==> src/ptc_regs.vh <==
// constants for the packet timestamp clock
`ifndef PTC_REGS_VH
`define PTC_REGS_VH

// clock and time base
`define CLK_PERIOD_NS    100
`define NS_PER_SEC       1000000000
`define FINE_FRAC_BITS   48
`define FRAC_INC_CALC    ((64'h1 << `FINE_FRAC_BITS) * `CLK_PERIOD_NS / `NS_PER_SEC)

// timestamp layout
`define STAMP_WIDTH      64
`define SEC_MSB          63
`define SEC_LSB          32
`define FRAC_MSB         31
`define ACTIVE_FRAC_BITS 26
`define ACTIVE_FRAC_LSB  6

// discipline and health
`define THRESH_DEFAULT_NS 32'h0000_0254
`define LOSS_SECONDS      4'ha
`define HOST_MAX_DIFF     32'h0000_0001
`define TRIM_WIDTH        16

// sync input and output selections
`define IN_SEL_RS422     1'b0
`define IN_SEL_INTERNAL  1'b1
`define OUT_SEL_NONE     2'h0
`define OUT_SEL_REPEAT   2'h1
`define OUT_SEL_LOOP     2'h2
`define OUT_SEL_MASTER   2'h3

`endif

==> src/pulse_edge_sync.v <==
// three-stage pin synchroniser with rising edge detection
`default_nettype none

module pulse_edge_sync
(
    input  wire clk,
    input  wire rst_sync_n,
    input  wire pin,
    output reg  level,
    output reg  rise
);

    reg stage1;
    reg stage2;
    reg stage3;

    always @(posedge clk or negedge rst_sync_n)
    begin
        if (!rst_sync_n)
        begin
            stage1 <= 1'b0;
            stage2 <= 1'b0;
            stage3 <= 1'b0;
            level  <= 1'b0;
            rise   <= 1'b0;
        end
        else
        begin
            stage1 <= pin;
            stage2 <= stage1;
            stage3 <= stage2;
            rise   <= 1'b0;
            // a change counts once the second and third stages agree
            if (stage2 == stage3)
            begin
                level <= stage3;
                rise  <= stage3 & ~level;
            end
        end
    end

endmodule

`default_nettype wire

==> src/packet_timestamp_clock.v <==
// time-of-day clock that stamps packets and follows a pulse-per-second reference
`include "ptc_regs.vh"
`default_nettype none

// How it works
// - every packet arrival captures the running time into the stamp register
// - stamp is one 64-bit fixed-point seconds count since 1970, little-endian bytes
// - upper 32 bits hold whole seconds, lower 32 bits the binary fraction
// - counter drives only the top 26 fraction bits, about 14.9 ns per tick
// - fraction bits below the 26 active bits always read zero
// - host loads an initial time, then the crystal advances the clock
// - pulse-per-second reference input from the RS-422 receiver disciplines the clock
// - with sync on, seconds compared to host once per second; over 1 reloads
// - a synchronisation signal is driven out of the sync connector
// - loss of sync after ten consecutive seconds of phase error above threshold
// - threshold defaults to 596 ns and software may change it
// - a selectable output mode repeats the received RS-422 reference pulse
module packet_timestamp_clock
(
    input  wire        clk,
    input  wire        rst_n,
    input  wire        packet_arrive,
    output reg  [63:0] packet_stamp,
    output reg         packet_stamp_valid,
    input  wire        host_load,
    input  wire [31:0] host_seconds,
    input  wire [31:0] host_fraction,
    input  wire        sync_enable,
    input  wire        input_select,
    input  wire [1:0]  output_select,
    input  wire        threshold_load,
    input  wire [31:0] threshold_value,
    input  wire        rs422_pps_in,
    input  wire        internal_pps_in,
    output reg         sync_out,
    output reg         synchronised,
    output reg         sync_lost,
    output reg  [31:0] phase_error_ns,
    output reg         phase_error_late,
    output reg  [15:0] resync_count,
    output reg  [31:0] threshold_ns,
    output reg  [63:0] current_time
);

    ////////////////////////////////////////////////////////////////////////////
    // reset release and reference inputs

    reg rst_meta_n;
    reg rst_sync_n;

    always @(posedge clk or negedge rst_n)
    begin
        if (!rst_n)
        begin
            rst_meta_n <= 1'b0;
            rst_sync_n <= 1'b0;
        end
        else
        begin
            rst_meta_n <= 1'b1;
            rst_sync_n <= rst_meta_n;
        end
    end

    wire rs422_level;
    wire rs422_rise;
    wire internal_level;
    wire internal_rise;

    pulse_edge_sync rs422_sync
    (
        .clk        (clk),
        .rst_sync_n (rst_sync_n),
        .pin        (rs422_pps_in),
        .level      (rs422_level),
        .rise       (rs422_rise)
    );

    pulse_edge_sync internal_sync
    (
        .clk        (clk),
        .rst_sync_n (rst_sync_n),
        .pin        (internal_pps_in),
        .level      (internal_level),
        .rise       (internal_rise)
    );

    wire ref_rise  = (input_select == `IN_SEL_RS422) ? rs422_rise : internal_rise;
    wire ref_level = (input_select == `IN_SEL_RS422) ? rs422_level : internal_level;

    ////////////////////////////////////////////////////////////////////////////
    // time base: whole seconds plus a fine fraction accumulator

    localparam [63:0] inc_full = `FRAC_INC_CALC;
    wire [47:0] frac_inc_nominal = inc_full[47:0];

    reg  [31:0]             seconds;
    reg  [47:0]             fine_frac;
    reg  signed [15:0]      trim;
    reg                     locked;
    reg  [3:0]              bad_seconds;

    wire [47:0] trim_ext = {{32{trim[15]}}, trim};
    wire [48:0] frac_sum = {1'b0, fine_frac} + {1'b0, frac_inc_nominal + trim_ext};
    wire        second_roll = frac_sum[48];

    // only the top 26 fraction bits are active, the rest stay zero
    wire [25:0] active_frac = fine_frac[47:22];
    wire [63:0] time_now = {seconds, active_frac, 6'h00};

    // phase error: signed offset of the fraction from the nearest rollover
    wire        err_late = active_frac[25];
    wire [25:0] err_ticks = err_late ? (26'h000_0000 - active_frac) : active_frac;
    wire [55:0] err_product = {30'h0000_0000, err_ticks} * 56'h00_0000_3b9a_ca00;
    wire [31:0] err_ns = {2'h0, err_product[55:26]};

    wire [31:0] host_diff = (seconds > host_seconds) ? (seconds - host_seconds)
                                                     : (host_seconds - seconds);
    wire        host_mismatch = sync_enable && second_roll
                                && (host_diff > `HOST_MAX_DIFF);

    ////////////////////////////////////////////////////////////////////////////
    // clock advance, loading and discipline

    always @(posedge clk or negedge rst_sync_n)
    begin
        if (!rst_sync_n)
        begin
            seconds      <= 32'h0000_0000;
            fine_frac    <= 48'h0000_0000_0000;
            trim         <= 16'sh0000;
            locked       <= 1'b0;
            bad_seconds  <= 4'h0;
            sync_lost    <= 1'b0;
            resync_count <= 16'h0000;
        end
        else if (host_load || host_mismatch)
        begin
            // host time restarts the clock and the discipline loop
            seconds     <= host_seconds;
            fine_frac   <= {host_fraction[31:6], 22'h00_0000};
            locked      <= 1'b0;
            bad_seconds <= 4'h0;
            sync_lost   <= 1'b0;
            trim        <= 16'sh0000;
            if (host_mismatch)
                resync_count <= resync_count + 16'h0001;
        end
        else if (sync_enable && ref_rise && !locked)
        begin
            // first edge after a restart snaps to the nearest whole second
            seconds   <= err_late ? seconds + 32'h0000_0001 : seconds;
            fine_frac <= 48'h0000_0000_0000;
            locked    <= 1'b1;
        end
        else
        begin
            fine_frac <= frac_sum[47:0];
            if (second_roll)
                seconds <= seconds + 32'h0000_0001;
            if (sync_enable && ref_rise)
            begin
                // slow frequency trim towards zero phase error
                if (err_late && trim != 16'sh7fff)
                    trim <= trim + 16'sh0001;
                else if (!err_late && err_ticks != 26'h000_0000 && trim != 16'sh8000)
                    trim <= trim - 16'sh0001;
                if (err_ns > threshold_ns)
                begin
                    if (bad_seconds != `LOSS_SECONDS)
                        bad_seconds <= bad_seconds + 4'h1;
                    if (bad_seconds == `LOSS_SECONDS - 4'h1)
                        sync_lost <= 1'b1;
                end
                else
                begin
                    bad_seconds <= 4'h0;
                    sync_lost   <= 1'b0;
                end
            end
        end
    end

    ////////////////////////////////////////////////////////////////////////////
    // threshold, status and packet stamps

    always @(posedge clk or negedge rst_sync_n)
    begin
        if (!rst_sync_n)
        begin
            threshold_ns       <= `THRESH_DEFAULT_NS;
            phase_error_ns     <= 32'h0000_0000;
            phase_error_late   <= 1'b0;
            synchronised       <= 1'b0;
            packet_stamp       <= 64'h0000_0000_0000_0000;
            packet_stamp_valid <= 1'b0;
            current_time       <= 64'h0000_0000_0000_0000;
        end
        else
        begin
            if (threshold_load)
                threshold_ns <= threshold_value;
            if (sync_enable && ref_rise && locked)
            begin
                phase_error_ns   <= err_ns;
                phase_error_late <= err_late;
            end
            synchronised       <= sync_enable && locked && !sync_lost;
            current_time       <= time_now;
            packet_stamp_valid <= packet_arrive;
            if (packet_arrive)
                packet_stamp <= time_now;
        end
    end

    ////////////////////////////////////////////////////////////////////////////
    // sync connector output

    reg master_pulse;

    always @(posedge clk or negedge rst_sync_n)
    begin
        if (!rst_sync_n)
        begin
            master_pulse <= 1'b0;
            sync_out     <= 1'b0;
        end
        else
        begin
            // master mode: high for the first half of every card second
            master_pulse <= ~active_frac[25];
            if (output_select == `OUT_SEL_REPEAT)
                sync_out <= rs422_level;
            else if (output_select == `OUT_SEL_LOOP)
                sync_out <= ref_level;
            else if (output_select == `OUT_SEL_MASTER)
                sync_out <= master_pulse;
            else
                sync_out <= 1'b0;
        end
    end

endmodule

`default_nettype wire

==> config.mk <==
export PLATFORM = sky130hd
export DESIGN_NAME = packet_timestamp_clock
export DESIGN_NICKNAME = d
export VERILOG_FILES = /design/src/pulse_edge_sync.v /design/src/packet_timestamp_clock.v
export VERILOG_INCLUDE_DIRS = /design/src
export SDC_FILE = /design/constraint.sdc
export NUM_CORES = 1
export LEC_CHECK = 0
export ABC_AREA = 1
export BUFFER_PORTS_ARGS = -buffer_cell sky130_fd_sc_hd__buf_2
export CAP_MARGIN = 20
export CORE_MARGIN = 2
export CORE_UTILIZATION = 25
export CTS_CLUSTER_DIAMETER = 40
export DETAILED_ROUTE_END_ITERATION = 10
export GPL_TIMING_DRIVEN = 0
export PLACE_DENSITY_LB_ADDON = 0.2
export SLEW_MARGIN = 40
export SYNTH_ARGS = -nofsm -noshare
export SYNTH_HDL_FRONTEND = slang
export SYNTH_SLANG_ARGS = --single-unit
==> constraint.sdc <==
create_clock -name clk -period 9.2 [get_ports clk]
set_clock_uncertainty 0.15 [all_clocks]
set_input_delay 1.84 -clock clk [delete_from_list [all_inputs] [get_ports clk]]
set_output_delay 1.84 -clock clk [all_outputs]
set_load 0.02 [all_outputs]
==> impl_metrics.tcl <==
set metrics [dict create \
    status "finished with violations" \
    violations "negative setup slack" \
    antenna_found_initial 15 \
    syn-cell-area_mm2 0.0319 \
    syn_avg_cell_area_um2 7.70 \
    post_drt_wl_per_cell_um 18.9 \
    viasPerCell 4.43 \
    dp.cells 6120 \
    cts_buffer_depth 3 \
    min_path_type "flop to async pin" \
    cp.required_ns 9.58 \
    die_w_um 361 \
    synth_cells 4137 \
    synth_mux_area_frac 0.00177 \
    slew_headroom 0.410 \
    vias 28100 \
    yosys.area_share.xor_xnor 0.0517 \
    async_flop_share 1.00 \
    fin_crit_sh 1.08 \
    fillers 13700 \
    cts_tree "done" \
    hold_viol 0 \
    grt-ovfl-total 0 \
    worst_setup_path_end_kind "flop" \
    root_buffer "clkbuf_16" \
    report.final.slew_viol_count 0 \
    slowest_delay_ns 0.58 \
    yosys.area_share.simple 0.208 \
    dieArea_mm2 0.130 \
    crit_path_top_delay_cell "fa_1" \
    grt_util_all_layers 0.184 \
    drtIter0Drc 1763 \
    htree_levels 3 \
    grt_max_degree 43 \
    clkLatencyLatePin_ns 0.67 \
    cap_violations 0 \
    final_nets 5340 \
    grt_pass1_wl_mm 181 \
    tightest_slew_ns 0.879 \
    synth_largest_area_cell "dfrtp_1" \
    fin_cells 6345 \
    rsz0062_at_grt "true" \
    drcViolationCount 0 \
    fin_area_mm2 0.0401 \
    worst_path_most_repeated_cell "fa_1" \
    rows 131 \
    critPathMaxFanout 5 \
    synth_edf_count 0 \
    cts_buffers 72 \
    multi_input_area_mm2 0.0216 \
    critPathKind "flop to flop" \
    drive_above_1_share 0.175 \
    max_freq_ghz 0.100 \
    fin_crit_ns 9.96 \
    setup_viol 5 \
    area_delta_synth_final_pct 25.8 \
    yosysSeqAreaShare 0.246 \
    worst_slack_ns -0.763 \
    cts_hold_buf 0 \
    worst-path-buf-inv 13 \
    synth_flop_cell "dfrtp_1" \
    synth_cell_types 59 \
    dp_hpwl_mm 99.1 \
    path_clk_slew_ns 0.05 \
    cpLargestDelayFamily "adder cells" \
    synthAdderAreaFrac 0.296 \
    initial_core_util 0.251 \
    clkSinkCount 313 \
    synth_top_family_by_area "adder cells" \
    die_y_um 361 \
    dr.pass1.iters 5 \
    grt_pass1_vias 28800 \
    final.setup.tns_ns -3.72 \
    synth_compound_area_frac 0.0813 \
    ys_top_cells_by_area "dfrtp_1 24%, fa_1 15%, ha_1 15%" \
    antenna_left 0 \
    io_buffers 298 \
    dpl-instance-area_mm2 0.0361 \
    cp.arrival_ns 10.35 \
    seqCellArea_mm2 0.00785 \
    synth.top_cell.area_share 0.243 \
    core_area_mm2 0.127 \
    routed_wl_mm 120 \
    ys_warn_count 0 \
    crit_path_start_kind "flop" \
    synth_seq_cells 313 \
    routabilityCongestion 0.885 \
    ioPinCount 320 \
]
==> cell usage in the layout (no fill, tap or decap), types with 11 or more instances in the layout <==
cell and n:
nand2_1 952, inv_2 29, o21ai_2 20, clkbuf_1 32, a21oi_2 22, nand2_2 21
inv_1 834, nand3_1 153, a31oi_1 11, nor3_1 42, dfrtp_1 305, o21bai_1 14
xnor2_1 31, buf_12 11, xor2_1 131, buf_6 15, xor2_4 14, clkbuf_2 12
fa_1 237, nand4_1 35, a21oi_1 197, nor2_1 317, o21ai_1 18, ha_4 19
nor2_2 22, clkbuf_16 72, buf_2 308, xor2_2 11, buf_4 97, ha_1 348
clkinv_2 11, o21ai_0 126, conb_1 15, nor4_1 15
==> kinds of logic (layout without fill, tap and decap cells) <==
logic type | after synthesis | in the layout
buffers and inverters | 943 | 1472
AO/OA/AOI/OAI | 466 | 466
AND/OR/NAND/NOR | 1608 | 1608
other | 2 | 19
flip-flops | 313 | 313
adder cells (fa/ha/maj) | 612 | 612
XOR/XNOR | 188 | 188
multiplexers | 5 | 5
==> synth_stat cells, drive strengths merged, types with 13 or more instances <==
| cell type | count |
|---|---|
| nand2 | 979 |
| inv | 872 |
| ha | 372 |
| nor2 | 349 |
| dfrtp | 309 |
| fa | 239 |
| a21oi | 224 |
| o21ai | 169 |
| nand3 | 162 |
| xor2 | 156 |
| nor3 | 48 |
| clkbuf | 36 |
| nand4 | 35 |
| buf | 34 |
| xnor2 | 32 |
| nor4 | 21 |
| o21bai | 16 |
| a31oi | 13 |
==> routing by layer <==
| layer | vias up | share of wire | GRT usage |
|---|---|---|---|
| li1 | 13800 | - | - |
| met1 | 13600 | 0.46 | 0.247 |
| met2 | 619 | 0.47 | 0.305 |
| met3 | 119 | 0.055 | 0.0346 |
| met4 | 10 | 0.019 | 0.0418 |
| met5 | - | 0.00047 | 0 |
==> final timing paths <==
kind,to,slack (ns),cells after the start,start
max,bad_seconds[2]$_DFFE_PN0P_,-0.76,47,fine_frac[23]$_DFF_PN0_
min,threshold_ns[15]$_DFFE_PN0P_,0.11,0,rst_sync_n$_DFF_PN0_
max reg2reg,bad_seconds[2]$_DFFE_PN0P_,-0.76,47,fine_frac[23]$_DFF_PN0_
min reg2reg,threshold_ns[15]$_DFFE_PN0P_,0.11,0,rst_sync_n$_DFF_PN0_
max in group asynchronous,packet_stamp[47]$_DFFE_PN0P_,7.65,3,rst_sync_n$_DFF_PN0_
min in group clk,internal_sync.stage2$_DFF_PN0_,0.20,0,internal_sync.stage1$_DFF_PN0_
==> sequential cells by signal, summed over array words and instances, names as in the netlist, 4 cells and up <==
| register | count |
|---|---|
| current_time | 58 |
| packet_stamp | 58 |
| fine_frac | 48 |
| seconds | 32 |
| threshold_ns | 32 |
| phase_error_ns | 30 |
| resync_count | 16 |
| trim | 16 |
| bad_seconds | 4 |
==> timing repair <==
item | 4_1_cts | 5_1_grt
setup endpoints to repair | 23 | 5
endpoints found under the hold margin | 0 | 0
setup buffers | 65 | 26
pin swaps | 47 | 47
gates resized for setup | 128 | 83
==> final cells by class <==
| class | count | share of cell area |
|---|---|---|
| Sequential cell | 313 | 0.196 |
| Timing Repair Buffer | 398 | 0.0605 |
| Antenna cell | 4 | 0.000250 |
| Buffer | 70 | 0.0100 |
| Tap cell | 1662 | 0.0519 |
| Clock inverter | 42 | 0.0124 |
| Inverter | 873 | 0.0825 |
| Clock buffer | 89 | 0.0485 |
| Multi-Input combinational cell | 2894 | 0.538 |
==> per-stage QoR <==
step	worst slack [ns]	hold WS [ns]	utilization
after floorplan	0.00376	0.181	-
after global placement	-3.03	0.187	0.282
after detailed placement	-2.96	0.131	0.284
after CTS	-0.694	0.135	0.312
after global routing	-1.17	0.159	0.316
final	-0.763	0.112	0.316
Power is not shown: default switching activity piles up to over one toggle a cycle in this logic, so the estimate is an artifact.
